==> src/rtl/drive_input_consts.svh <==
// timing counts, register offsets, field positions and reset values
`ifndef DRIVE_INPUT_CONSTS_SVH
`define DRIVE_INPUT_CONSTS_SVH
// clock rate in kHz (125 MHz)
`define CLK_KHZ 125000
// reset pulse least width in ms, and its count (least time, rounds up)
`define RST_MIN_MS 12
`define RST_MIN_CYC (`RST_MIN_MS * `CLK_KHZ)
// alarm clear deadline in ms
`define ALARM_CLR_MS 30
`define ALARM_CLR_CYC (`ALARM_CLR_MS * `CLK_KHZ)
// extra hold of delayed outputs after reset, in ms
`define OFF_HOLD_MS 1000
`define OFF_HOLD_CYC (`OFF_HOLD_MS * `CLK_KHZ)
// stop key window after power-up, in ms
`define KEY_WIN_MS 3000
`define KEY_WIN_CYC (`KEY_WIN_MS * `CLK_KHZ)
// register byte offsets
`define REG_CTRL 12'h000
`define REG_STAT 12'h004
`define REG_PARAM 12'h008
`define REG_FREQ 12'h00C
`define REG_OUTCFG 12'h010
`define REG_ID 12'h014
// control field positions
`define CTRL_FREQ_EXEMPT 0
`define CTRL_SRC_ANALOG 1
`define CTRL_RUN 2
`define CTRL_TRIP_SET 3
`define CTRL_KEY_CLEAR 4
// status field positions
`define STAT_LOCK 0
`define STAT_SEL_CUR 1
`define STAT_TRIP 2
`define STAT_MOTOR 3
`define STAT_RESETTING 4
`define STAT_KEY_WIN 5
`define STAT_REF_SRC_LO 6
// reset values
`define CTRL_RESET 32'h00000001
`define PARAM_RESET 32'h00000000
`define FREQ_RESET 32'h00000000
`define OUTCFG_RESET 32'h00000000
// arbitrary identity value
`define ID_VALUE 32'h0D1F0001
`endif

==> src/rtl/drive_input_pkg.sv <==
// types shared by the input terminal design
package drive_input_pkg;
    // reset sequence states
    typedef enum logic [3:0] {
        ST_RUN = 4'b0001,
        ST_HELD = 4'b0010,
        ST_SHORT = 4'b0100,
        ST_RELEASE = 4'b1000
    } rst_state_t;
    // frequency reference source
    typedef enum logic [1:0] {
        REF_DIGITAL = 2'h0,
        REF_VOLTAGE = 2'h1,
        REF_CURRENT = 2'h2
    } ref_src_t;
endpackage

==> src/rtl/pin_sync.sv <==
// two-flop synchroniser for a pin level
`timescale 1ns/1ps
`default_nettype none
module pin_sync (
    input wire logic clock_i,
    input wire logic nrst_i,
    input wire logic pin_i,
    output logic level_o
);
    // first stage, read only by the second
    logic meta_q;
    // two flops in series
    always_ff @(posedge clock_i or negedge nrst_i) begin
        if (!nrst_i) begin
            meta_q <= 1'b0;
            level_o <= 1'b0;
        end else begin
            meta_q <= pin_i;
            level_o <= meta_q;
        end
    end
endmodule
`default_nettype wire

==> src/rtl/off_delay.sv <==
// one logic output with optional off delay after reset
`timescale 1ns/1ps
`default_nettype none
`include "drive_input_consts.svh"
module off_delay (
    input wire logic clock_i,
    input wire logic nrst_i,
    input wire logic want_i,
    input wire logic delay_en_i,
    input wire logic reset_i,
    output logic out_o
);
    // hold counter width for one second at 125 MHz
    logic [27:0] hold_q;
    // reset input one cycle earlier, to find reset start
    logic reset_prev_q;
    // output level and hold
    always_ff @(posedge clock_i or negedge nrst_i) begin
        if (!nrst_i) begin
            out_o <= 1'b0;
            hold_q <= 28'h0;
            reset_prev_q <= 1'b0;
        end else begin
            reset_prev_q <= reset_i;
            if (!reset_i) begin
                // normal pass-through
                out_o <= want_i;
                hold_q <= 28'h0;
            end else if (!reset_prev_q) begin
                out_o <= out_o & delay_en_i;
                hold_q <= 28'(`OFF_HOLD_CYC - 1);
            end else if (hold_q != 28'h0) begin
                // still holding
                hold_q <= hold_q - 28'h1;
            end else begin
                out_o <= 1'b0;
            end
        end
    end
endmodule
`default_nettype wire

==> src/rtl/drive_inputs.sv <==
// input terminal functions of a motor drive: lock, analog select, reset
`timescale 1ns/1ps
`default_nettype none
`include "drive_input_consts.svh"
module drive_inputs (
    input wire logic clock_i,
    input wire logic nrst_i,
    // terminal pins
    input wire logic parameter_lock_input_i,
    input wire logic analog_source_select_input_i,
    input wire logic trip_clear_input_i,
    // keypad edit strobe and values
    input wire logic key_edit_i,
    input wire logic key_freq_i,
    input wire logic [15:0] key_value_i,
    input wire logic key_stop_i,
    input wire logic remote_attached_i,
    // analog readings, same clock
    input wire logic [9:0] voltage_ref_i,
    input wire logic [9:0] current_reference_input_i,
    // fault source, same clock
    input wire logic fault_i,
    // wanted logic outputs
    input wire logic [2:0] logic_want_i,
    // axi4-lite slave
    input wire logic [11:0] s_axi_awaddr,
    input wire logic s_axi_awvalid,
    output logic s_axi_awready,
    input wire logic [31:0] s_axi_wdata,
    input wire logic [3:0] s_axi_wstrb,
    input wire logic s_axi_wvalid,
    output logic s_axi_wready,
    output logic [1:0] s_axi_bresp,
    output logic s_axi_bvalid,
    input wire logic s_axi_bready,
    input wire logic [11:0] s_axi_araddr,
    input wire logic s_axi_arvalid,
    output logic s_axi_arready,
    output logic [31:0] s_axi_rdata,
    output logic [1:0] s_axi_rresp,
    output logic s_axi_rvalid,
    input wire logic s_axi_rready,
    // drive outputs
    output logic motor_on_o,
    output logic alarm_o,
    output logic [9:0] freq_ref_o,
    output logic [2:0] logic_out_o
);
    // synchronised pin levels
    logic lock_s;
    logic sel_s;
    logic rst_s;
    // control, parameter, frequency, output config registers
    logic [31:0] ctrl_q;
    logic [31:0] param_q;
    logic [15:0] freq_q;
    logic [2:0] outcfg_q;
    // trip state and reset machine
    logic trip_q;
    drive_input_pkg::rst_state_t st_q;
    logic [21:0] width_q;
    logic [28:0] key_win_q;
    logic por_q;
    // bus latches
    logic aw_q;
    logic w_q;
    logic [11:0] awaddr_q;
    logic [31:0] wdata_q;
    logic [3:0] wstrb_q;
    logic wr_fire;
    logic wr_ok;
    logic sw_frq_ok;
    logic reset_active;
    drive_input_pkg::ref_src_t src;

    // byte-lane merge
    function automatic logic [31:0] merge(input logic [31:0] old, input logic [31:0] nw,
                                          input logic [3:0] be);
        logic [31:0] r;
        r = old;
        for (int i = 0; i < 4; i++) begin
            if (be[i]) begin
                r[i*8 +: 8] = nw[i*8 +: 8];
            end
        end
        return r;
    endfunction

    // pin synchronisers
    pin_sync u_lock (.clock_i(clock_i), .nrst_i(nrst_i), .pin_i(parameter_lock_input_i),
                     .level_o(lock_s));
    pin_sync u_sel (.clock_i(clock_i), .nrst_i(nrst_i), .pin_i(analog_source_select_input_i),
                    .level_o(sel_s));
    pin_sync u_rst (.clock_i(clock_i), .nrst_i(nrst_i), .pin_i(trip_clear_input_i),
                    .level_o(rst_s));
    // reset sequence active in held state or either release state
    assign reset_active = (st_q != drive_input_pkg::ST_RUN);
    // edit permit when unlocked, frequency also if exempt
    assign wr_ok = !lock_s;
    assign sw_frq_ok = !lock_s || ctrl_q[`CTRL_FREQ_EXEMPT];
    // write accepted once address and data both held
    assign wr_fire = aw_q && w_q && !s_axi_bvalid;
    assign s_axi_awready = !aw_q && !s_axi_bvalid;
    assign s_axi_wready = !w_q && !s_axi_bvalid;
    assign s_axi_arready = !s_axi_rvalid;
    // write channel capture and response
    always_ff @(posedge clock_i or negedge nrst_i) begin
        if (!nrst_i) begin
            aw_q <= 1'b0;
            w_q <= 1'b0;
            awaddr_q <= 12'h000;
            wdata_q <= 32'h00000000;
            wstrb_q <= 4'h0;
            s_axi_bvalid <= 1'b0;
            s_axi_bresp <= 2'h0;
        end else begin
            if (s_axi_awvalid && s_axi_awready) begin
                aw_q <= 1'b1;
                awaddr_q <= s_axi_awaddr;
            end
            if (s_axi_wvalid && s_axi_wready) begin
                w_q <= 1'b1;
                wdata_q <= s_axi_wdata;
                wstrb_q <= s_axi_wstrb;
            end
            if (wr_fire) begin
                // both taken: answer, slverr on status, id, unmapped or locked
                aw_q <= 1'b0;
                w_q <= 1'b0;
                s_axi_bvalid <= 1'b1;
                unique case (awaddr_q)
                    `REG_CTRL, `REG_OUTCFG: s_axi_bresp <= 2'h0;
                    `REG_PARAM: s_axi_bresp <= wr_ok ? 2'h0 : 2'h2;
                    `REG_FREQ: s_axi_bresp <= sw_frq_ok ? 2'h0 : 2'h2;
                    default: s_axi_bresp <= 2'h2;
                endcase
            end else if (s_axi_bvalid && s_axi_bready) begin
                s_axi_bvalid <= 1'b0;
            end
        end
    end
    // control and output config registers, never locked
    always_ff @(posedge clock_i or negedge nrst_i) begin
        if (!nrst_i) begin
            ctrl_q <= `CTRL_RESET;
            outcfg_q <= 3'h0;
        end else if (wr_fire && awaddr_q == `REG_CTRL) begin
            ctrl_q <= merge(ctrl_q, wdata_q, wstrb_q);
        end else if (wr_fire && awaddr_q == `REG_OUTCFG) begin
            outcfg_q <= wdata_q[2:0];
        end
    end
    // parameter store, from bus or keypad
    always_ff @(posedge clock_i or negedge nrst_i) begin
        if (!nrst_i) begin
            param_q <= `PARAM_RESET;
        end else if (wr_fire && awaddr_q == `REG_PARAM && wr_ok) begin
            param_q <= merge(param_q, wdata_q, wstrb_q);
        end else if (key_edit_i && !key_freq_i && wr_ok) begin
            param_q <= {16'h0000, key_value_i};
        end
    end
    // frequency setting, exempt per control bit
    always_ff @(posedge clock_i or negedge nrst_i) begin
        if (!nrst_i) begin
            freq_q <= 16'h0000;
        end else if (wr_fire && awaddr_q == `REG_FREQ && sw_frq_ok) begin
            freq_q <= 16'(merge({16'h0000, freq_q}, wdata_q, wstrb_q));
        end else if (key_edit_i && key_freq_i && sw_frq_ok) begin
            freq_q <= key_value_i;
        end
    end
    always_comb begin
        if (!ctrl_q[`CTRL_SRC_ANALOG]) begin
            src = drive_input_pkg::REF_DIGITAL;
        end else if (sel_s) begin
            src = drive_input_pkg::REF_CURRENT;
        end else begin
            src = drive_input_pkg::REF_VOLTAGE;
        end
    end
    // frequency reference follows levels every cycle
    always_ff @(posedge clock_i or negedge nrst_i) begin
        if (!nrst_i) begin
            freq_ref_o <= 10'h000;
        end else begin
            unique case (src)
                drive_input_pkg::REF_CURRENT: freq_ref_o <= current_reference_input_i;
                drive_input_pkg::REF_VOLTAGE: freq_ref_o <= voltage_ref_i;
                default: freq_ref_o <= freq_q[9:0];
            endcase
        end
    end
    // power-on flag, released one cycle after reset
    always_ff @(posedge clock_i or negedge nrst_i) begin
        if (!nrst_i) begin
            por_q <= 1'b1;
        end else begin
            por_q <= 1'b0;
        end
    end
    // reset sequence machine
    always_ff @(posedge clock_i or negedge nrst_i) begin
        if (!nrst_i) begin
            st_q <= drive_input_pkg::ST_HELD;
            width_q <= 22'h0;
        end else begin
            unique case (st_q)
                drive_input_pkg::ST_RUN: begin
                    if (rst_s) begin
                        st_q <= drive_input_pkg::ST_HELD;
                        width_q <= 22'h0;
                    end
                end
                drive_input_pkg::ST_HELD: begin
                    if (width_q != 22'(`RST_MIN_CYC)) begin
                        width_q <= width_q + 22'h1;
                    end
                    if (!rst_s && !por_q) begin
                        st_q <= (width_q == 22'(`RST_MIN_CYC)) ?
                                drive_input_pkg::ST_RELEASE : drive_input_pkg::ST_SHORT;
                    end
                end
                // either release path rejoins normal running
                drive_input_pkg::ST_SHORT, drive_input_pkg::ST_RELEASE: begin
                    st_q <= drive_input_pkg::ST_RUN;
                end
            endcase
        end
    end
    // trip state: set by fault, cleared by reset
    always_ff @(posedge clock_i or negedge nrst_i) begin
        if (!nrst_i) begin
            trip_q <= 1'b0;
        end else if (fault_i || (wr_fire && awaddr_q == `REG_CTRL &&
                                 wdata_q[`CTRL_TRIP_SET] && wstrb_q[0])) begin
            // set wins over clear
            trip_q <= 1'b1;
        end else if (st_q == drive_input_pkg::ST_HELD && width_q == 22'(`RST_MIN_CYC)) begin
            trip_q <= 1'b0;
        end else if (key_stop_i && (!remote_attached_i || key_win_q != 29'h0)) begin
            // stop key clears at any time, or only within its window when remote attached
            trip_q <= 1'b0;
        end
    end
    // alarm follows trip, cleared at 12 ms, inside 30 ms
    always_ff @(posedge clock_i or negedge nrst_i) begin
        if (!nrst_i) begin
            alarm_o <= 1'b0;
        end else begin
            alarm_o <= trip_q;
        end
    end

    always_ff @(posedge clock_i or negedge nrst_i) begin
        if (!nrst_i) begin
            key_win_q <= 29'(`KEY_WIN_CYC);
        end else if (key_win_q != 29'h0) begin
            key_win_q <= key_win_q - 29'h1;
        end
    end

    // motor output: off in reset, coasting, restarts on run
    always_ff @(posedge clock_i or negedge nrst_i) begin
        if (!nrst_i) begin
            motor_on_o <= 1'b0;
        end else if (reset_active || rst_s || trip_q) begin
            motor_on_o <= 1'b0;
        end else begin
            motor_on_o <= ctrl_q[`CTRL_RUN];
        end
    end

    // logic outputs with off delay
    for (genvar g = 0; g < 3; g++) begin : g_out
        off_delay u_od (.clock_i(clock_i), .nrst_i(nrst_i), .want_i(logic_want_i[g]),
                        .delay_en_i(outcfg_q[g]), .reset_i(reset_active),
                        .out_o(logic_out_o[g]));
    end

    // read channel
    always_ff @(posedge clock_i or negedge nrst_i) begin
        if (!nrst_i) begin
            s_axi_rvalid <= 1'b0;
            s_axi_rdata <= 32'h00000000;
            s_axi_rresp <= 2'h0;
        end else if (s_axi_arvalid && s_axi_arready) begin
            s_axi_rvalid <= 1'b1;
            s_axi_rresp <= 2'h0;
            unique case (s_axi_araddr)
                `REG_CTRL: s_axi_rdata <= ctrl_q;
                `REG_STAT: s_axi_rdata <= {24'h0, src, key_win_q != 29'h0, reset_active,
                                           motor_on_o, trip_q, sel_s, lock_s};
                `REG_PARAM: s_axi_rdata <= param_q;
                `REG_FREQ: s_axi_rdata <= {16'h0000, freq_q};
                `REG_OUTCFG: s_axi_rdata <= {29'h0, outcfg_q};
                `REG_ID: s_axi_rdata <= `ID_VALUE;
                default: begin
                    s_axi_rdata <= 32'h00000000;
                    s_axi_rresp <= 2'h2;
                end
            endcase
        end else if (s_axi_rvalid && s_axi_rready) begin
            s_axi_rvalid <= 1'b0;
        end
    end
endmodule
`default_nettype wire

==> config.mk <==
export PLATFORM = sky130hd
export DESIGN_NAME = drive_inputs
export DESIGN_NICKNAME = d
export VERILOG_FILES = /design/src/rtl/drive_input_pkg.sv /design/src/rtl/pin_sync.sv /design/src/rtl/off_delay.sv /design/src/rtl/drive_inputs.sv
export VERILOG_INCLUDE_DIRS = /design/src /design/src/rtl
export SDC_FILE = /design/constraint.sdc
export NUM_CORES = 1
export LEC_CHECK = 0
export ABC_AREA = 1
export BUFFER_PORTS_ARGS = -buffer_cell sky130_fd_sc_hd__buf_4
export CAP_MARGIN = 15
export CELL_PAD_IN_SITES_DETAIL_PLACEMENT = 1
export CELL_PAD_IN_SITES_GLOBAL_PLACEMENT = 2
export CORE_UTILIZATION = 37
export DETAILED_ROUTE_END_ITERATION = 16
export HOLD_SLACK_MARGIN = 0.02
export PLACE_DENSITY_LB_ADDON = 0.1
export SLEW_MARGIN = 0
export SYNTH_ARGS = -nofsm -noshare
export SYNTH_HDL_FRONTEND = slang
export SYNTH_SLANG_ARGS = --single-unit
==> constraint.sdc <==
create_clock -name clock_i -period 3.27 [get_ports clock_i]
set_clock_uncertainty 0.2 [all_clocks]
set_input_delay 0.8175 -clock clock_i [delete_from_list [all_inputs] [get_ports clock_i]]
set_output_delay 0.8175 -clock clock_i [all_outputs]
set_load 0.005 [all_outputs]
==> results of run 1 <==
==> path summary, 6_finish.rpt <==
kind | slack (ns) | to | cells past startpoint
setup / recovery | 0.85 | key_win_q[16] | 9
hold / removal | 0.15 | u_sel.level_o | 0
setup reg to reg | 0.85 | key_win_q[16] | 9
hold reg to reg | 0.15 | u_sel.level_o | 0
max in group asynchronous | 1.44 | w_q | 3
min in group asynchronous | 0.61 | width_q[13] | 2
==> flip-flops by register name, summed over array words and instances (netlist names), 3 cells and up <==
| signal | cells |
|---|---|
| g_out.u_od.hold_q | 84 |
| ctrl_q | 32 |
| param_q | 32 |
| s_axi_rdata | 32 |
| wdata_q | 32 |
| key_win_q | 29 |
| width_q | 22 |
| freq_q | 16 |
| awaddr_q | 12 |
| freq_ref_o | 10 |
| st_q | 4 |
| wstrb_q | 4 |
| g_out.u_od.out_o | 3 |
| outcfg_q | 3 |
==> cell families after synthesis <==
| group | after synthesis | synth area share, % |
|---|---|---|
| compound gates | 256 | 7.414 |
| xor+xnor | 18 | 0.8965 |
| fa+ha+maj | 10 | 0.7115 |
| buf+inv | 319 | 7.357 |
| flops | 332 | 47.35 |
| mux | 9 | 0.5763 |
| other cells | 1 | 0.02132 |
| simple gates | 1493 | 35.67 |
==> area by class of cell <==
| type | count | area, µm² |
|---|---|---|
| Clock buffer | 59 | 1236 |
| Clock inverter | 15 | 254.0 |
| Fill cell | 5891 | 25700 |
| Inverter | 256 | 963.4 |
| Multi-Input combinational cell | 1789 | 7981 |
| Sequential cell | 332 | 8327 |
| Tap cell | 607 | 759.5 |
| Timing Repair Buffer | 196 | 1531 |
==> per-stage QoR <==
stage	area, µm²	power, mW	util, %	worst slack [ns]
global route	21050	15.44	45.03	0.6525
global placement	19550	9.342	41.82	0.6735
CTS	21050	14.65	45.03	0.8542
finish	21050	14.43	45.03	0.8495
detailed placement	19550	9.536	41.82	0.5621
floorplan	17590	8.160	-	1.127
==> cells in the final DEF (no fill, tap or decap), types with 4 or more instances in the layout <==
cell type	Yosys	final
buf_12	0	4
o21ai_1	19	19
o22ai_1	4	4
or2_2	8	8
a21oi_1	119	119
nand3_2	5	5
inv_1	246	246
clkbuf_8	0	10
nand4_1	43	43
nor2_4	5	5
nand2_2	7	8
nand2_1	751	750
clkbuf_1	21	6
o21ai_0	108	108
bufinv_16	0	6
buf_4	10	190
nand3_1	214	214
inv_2	8	8
nor2_2	8	8
mux2_2	9	9
dfrtp_1	317	317
dfstp_2	15	15
ha_1	10	10
nor2_1	416	416
clkinv_2	0	5
nor3_1	12	12
xnor2_1	4	4
clkbuf_16	0	43
nand3b_1	5	5
xor2_1	14	14
==> power groups by stage <==
stage / registers, mW / clock network, mW / logic [mW]
floorplan: 5.55 / 0 / 2.61
global placement: 5.75 / 0 / 3.59
detailed placement: 5.79 / 0 / 3.75
CTS: 5.73 / 5.13 / 3.79
global route: 5.84 / 5.27 / 4.32
finish: 5.73 / 4.99 / 3.72
==> per-layer routing <==
| metal | routed length (µm) | GRT usage (%) | vias to the layer above |
|---|---|---|---|
| li1 | - | - | 8063 |
| met1 | 25620 | 31.53 | 8073 |
| met2 | 27490 | 41.62 | 232 |
| met3 | 1924 | 3.285 | 77 |
| met4 | 1433 | 7.701 | 2 |
| met5 | 13 | 0 | - |
==> results by group, run 1 <==
Status
  – Status: finished, final reports clean

Floorplan
  – Initial Util: 37.61%
  – Die width: 220.0 µm
  – Die ar.: 0.04840 mm²
  – Core area: 0.04675 mm²
  – Die height: 220.0 µm
  – Site Rows: 79
  – # IOs: 170

Finish
  – Fraction of layout cells with a size suffix above 1: 13.00%
  – Area delta synth->final: 19.72%
  – Final Non-Filler Cells: 3254
  – # diodes: 0
  – Nets@finish: 2741

Route
  – DR vias/cell: 5.054
  – Post-Route WL: 56.48 mm
  – Via count: 16.45k
  – WL/cell: 17.36 µm
  – Post-DRT Antenna Nets: 0
  – First-pass iteration count of the detailed router: 5
  – DRC viols: 0
  – DR iter-0 viols: 856

Critical path
  – CP Capture Type: flop
  – CP Class: reg -> reg
  – Crit path arrival time: 2.71 ns
  – CP Launch Type: flop
  – Worst-path maximum fanout: 6
  – CP startpoint: key_win_q[0]
  – Required time of the critical path: 3.56 ns
  – Crit-path cells: inv_1 > ha_1 > inv_1 > nor2_2 > inv_1 > nor2_1 > nand2_1 > or2_2 > a21oi_1
  – CP top delay family: simple AND/OR/NAND/NOR gates
  – Bufs and invs on worst path: 3
  – FF-to-FF Start: key_win_q[0]
  – CP max-delay cell: dfrtp_1
  – Cell mode on critical path: inv_1
  – Worst stage delay on the critical path: 0.42 ns

GRT
  – Vias in the first global route: 17.54k
  – Grt total ovfl: 0
  – Tot GR Track Use: 24.29%
  – First-pass GRT wire length: 92.87 mm
  – Initial antenna violation count: 1
  – Pin count of the biggest net entering global routing: 63

Power
  – PD cells: 685.5 mW/mm²
  – Clk pwr share: 34.6%
  – Max VDD drop: 340.8 µV
  – Reg power frac: 39.7%
  – Combinational share of power: 25.8%
  – Internal Dissipation: 9.357 mW
  – Leak: 11.02 nW
  – Switching Fraction: 35.17%
  – Switching power: 5.075 mW

Timing
  – Final number of hold-violating endpoints: 0
  – RSZ-0062 raised after global routing: no
  – Setup_tns: 0 ns
  – Max-slew violation count: 0
  – Hold slack: 0.1502 ns
  – Tmin final: 2.421 ns
  – Relative slew slack: 27.62%
  – Setup-failing EPs final: 0
  – Worst-margin pin slew: 1.084 ns
  – Max Clk Rate: 413.1 MHz
  – Fin crit share: 74.02%

Worst hold path
  – Hold Path Origin: u_sel.meta_q
  – Hold Crit Class: reg -> reg

Clock tree
  – Setup Buffers After CTS: 0
  – Clock Path Buffers: 3
  – Root buffer cell: clkbuf_16
  – # H-tree levels: 2
  – CTS sink cnt: 332
  – Later-pin clock latency in the skew report: 0.57 ns
  – CTS resizes: 0
  – Number of buffers created by CTS: 42
  – CTS tree: done
  – Clock-pin slew on the worst setup and hold paths: 0.06 ns
  – Hold Buf Count CTS: 1

Flow run
  – Max Cap Viol: 0

Synth
  – Largest cells by area after synthesis: dfrtp_1 (45%), nand2_1 (16%), nor2_1 (8.9%)
  – Mapped Avg Cell Area: 7.213 µm²
  – EDFF count, synth: 0
  – Most common flop cell mapped by yosys: dfrtp_1
  – Post-Syn Area: 0.01759 mm²
  – Area leader, netlist: dfrtp_1
  – Yosys top cell area share: 45.11%
  – Most frequent cells after synthesis: nand2_1 (751), nor2_1 (416), dfrtp_1 (317), inv_1 (246), nand3_1 (214)
  – Synth warn: 0
  – Mapped Cells: 2438
  – Ys async rst share: 100.0%
  – Count leader, synth: nand2_1
  – Synth cell types: 46
  – Synth Register Bits: 332
  – Post-synthesis sequential area ratio: 47.35%

Placement
  – IO Port Bufs: 167
  – Final GP Congestion: 0.8655
  – Placed instance count: 3179
  – Post-DP HPWL: 42.01 mm
Power figures use the tool's default switching activity.
==> run 2, diff against run 1 <==
Settings changed: CORE_UTILIZATION 37 to 34.
Clock period 3.27 ns to 2.46 ns, I/O delays scaled along.
==> run 2 against run 1 <==
  * Critical path depth fell by 3
  * Global-route usage shrank 1.9 points
  * Die area is 8.7% higher
  * Sequential power grew 33%
  * Critical endpoint is now g_out[0].u_od.hold_q[15]
  * Clock power grew 27%
  * Hold slack worse by 0.10 ns
  * Combinational power grew 36%
==> results by group, run 2 (same netlist as run 1, synthesis figures left out) <==
Power
  – Clk pwr share: 33.5%
  – Leak: 11.21 nW
  – Switching power: 6.751 mW
  – PD cells: 885.2 mW/mm²
  – Switching Fraction: 35.51%
  – Internal Dissipation: 12.26 mW
  – Combinational share of power: 26.5%
  – Total Power: 19.01 mW
  – Reg power frac: 40.0%
  – Max VDD drop: 633.1 µV

Clock tree
  – CTS tree: done
  – Number of buffers created by CTS: 43
  – CTS sink cnt: 332
  – Later-pin clock latency in the skew report: 0.58 ns
  – CTS resizes: 0
  – Root buffer cell: clkbuf_16
  – # H-tree levels: 2
  – Clock-pin slew on the worst setup and hold paths: 0.06 ns
  – Clock Path Buffers: 3

Critical path
  – CP Capture Type: flop
  – Worst-path maximum fanout: 21
  – CP Launch Type: flop
  – CP top delay family: simple AND/OR/NAND/NOR gates
  – Bufs and invs on worst path: 2
  – Required time of the critical path: 2.68 ns
  – FF-to-FF Start: st_q[1]
  – CP Class: reg -> reg
  – CP max-delay cell: dfstp_2
  – CP startpoint: st_q[1]
  – Crit-path cells: inv_2 > nand3_2 > buf_4 > nand2_1 > nor2_1 > nor2_1
  – Worst stage delay on the critical path: 0.52 ns
  – Crit path arrival time: 2.39 ns
  – Cell mode on critical path: nor2_1

GRT
  – Pin count of the biggest net entering global routing: 58
  – Tot GR Track Use: 22.40%
  – Initial antenna violation count: 2
  – First-pass GRT wire length: 94.29 mm
  – Vias in the first global route: 17.61k
  – Grt total ovfl: 0

Placement
  – IO Port Bufs: 167
  – Final GP Congestion: 0.8349
  – Setup WS pre-CTS: 0.2572 ns
  – Post-DP HPWL: 43.52 mm

Timing
  – Final number of hold-violating endpoints: 0
  – Hold slack: 0.04813 ns
  – Worst Slack Setup Final: 0.2956 ns
  – Worst-margin pin slew: 0.5313 ns
  – Relative slew slack: 64.45%
  – Max-slew violation count: 0
  – RSZ-0062 raised after global routing: no
  – Tmin final: 2.164 ns
  – Setup-failing EPs final: 0
  – Fin crit share: 87.98%
  – Max Clk Rate: 462.0 MHz
  – Setup_tns: 0 ns

Route
  – Post-Route WL: 57.72 mm
  – DRC viols: 0
  – Via count: 16.55k
  – First-pass iteration count of the detailed router: 5
  – DR vias/cell: 4.911
  – DR iter-0 viols: 829
  – WL/cell: 17.13 µm
  – Post-DRT Antenna Nets: 0

Finish
  – Max reg flops: 84
  – Biggest register: g_out.u_od.hold_q
  – Most frequent cells in the layout: nand2_1 (750), nor2_1 (416), dfrtp_1 (317), inv_1 (246), buf_4 (224)
  – Fraction of layout cells with a size suffix above 1: 14.09%
  – Commonest non-fill, non-tap cell in the layout: nand2_1
  – # fillers: 6390
  – Nets@finish: 2786
  – Area delta synth->final: 22.11%
  – # diodes: 0

Floorplan
  – # IOs: 170
  – Core area: 0.05058 mm²
  – Die width: 229.4 µm
  – Initial Util: 34.77%
  – Die height: 229.4 µm
  – Die ar.: 0.05264 mm²
  – Site Rows: 82

Worst hold path
  – Hold Path Origin: voltage_ref_i[6]
  – Hold Crit Class: in -> reg

Flow run
  – Max Cap Viol: 0

Status
  – Status: finished, final reports clean
==> run 2: cell types whose count changed in the layout (fill, tap and decap cells not counted), moves of 2 or more <==
cell           change
buf_4             +34
clkbuf_1           +9
buf_12             +5
dlygate4sd3_1      +5
bufinv_16          -3
clkbuf_8           -2
clkinv_2           +2
==> run 2: timing repair <==
item,CTS,global route
hold endpoints to repair,35,0
hold buffers,6,0
buffers inserted,0,0
==> run 2: final cells by class <==
cell class | count | area (µm²) | share of cell area, %
Tap cell | 672 | 840.8 | 3.915
Inverter | 256 | 963.4 | 4.486
Sequential cell | 332 | 8327 | 38.78
Multi-Input combinational cell | 1789 | 7981 | 37.17
Timing Repair Buffer | 240 | 1937 | 9.019
Clock inverter | 13 | 157.7 | 0.7341
Clock buffer | 67 | 1267 | 5.902
==> run 2: stage by stage <==
stage	instances	instance area (µm²)	util, %
global route	3369	21470	42.46
global placement	3283	19990	39.52
CTS	3369	21470	42.46
floorplan	2440	17590	-
detailed placement	3283	19990	39.52
finish	3369	21470	42.46
==> run 2: worst paths after layout <==
check / cells past startpoint / to / slack, ns
setup / recovery: 6 / g_out[0].u_od.hold_q[15] / 0.30
hold / removal: 3 / freq_ref_o[6] / 0.05
setup reg to reg: 6 / g_out[0].u_od.hold_q[15] / 0.30
hold reg to reg: 0 / u_lock.level_o / 0.15
max in group asynchronous: 3 / param_q[21] / 1.01
min in group asynchronous: 2 / width_q[15] / 0.36
==> run 2: worst min-delay path: cells and delay by family <==
kind	cells	cell delay, ns
AND/OR/NAND/NOR	2	0.09
buffers and inverters	1	0.08
==> run 2: power by group through the flow <==
stage                     Clock, mW  Sequential [mW]  Combinational (mW)
after floorplan                   0             7.38                3.47
after global placement            0             7.64                4.93
after detailed placement          0             7.69                5.10
after CTS                      6.55             7.61                5.14
after global routing           6.75             7.77                5.83
final                          6.36             7.60                5.05
==> run 2: routing by layer <==
metal | part of all wire (%) | wire [µm] | GRT usage, %
met2 | 49 | 28140 | 38.65
met3 | 3.1 | 1799 | 2.988
met5 | 0.040 | 23 | 0
met1 | 46 | 26670 | 29.43
met4 | 1.9 | 1083 | 5.625
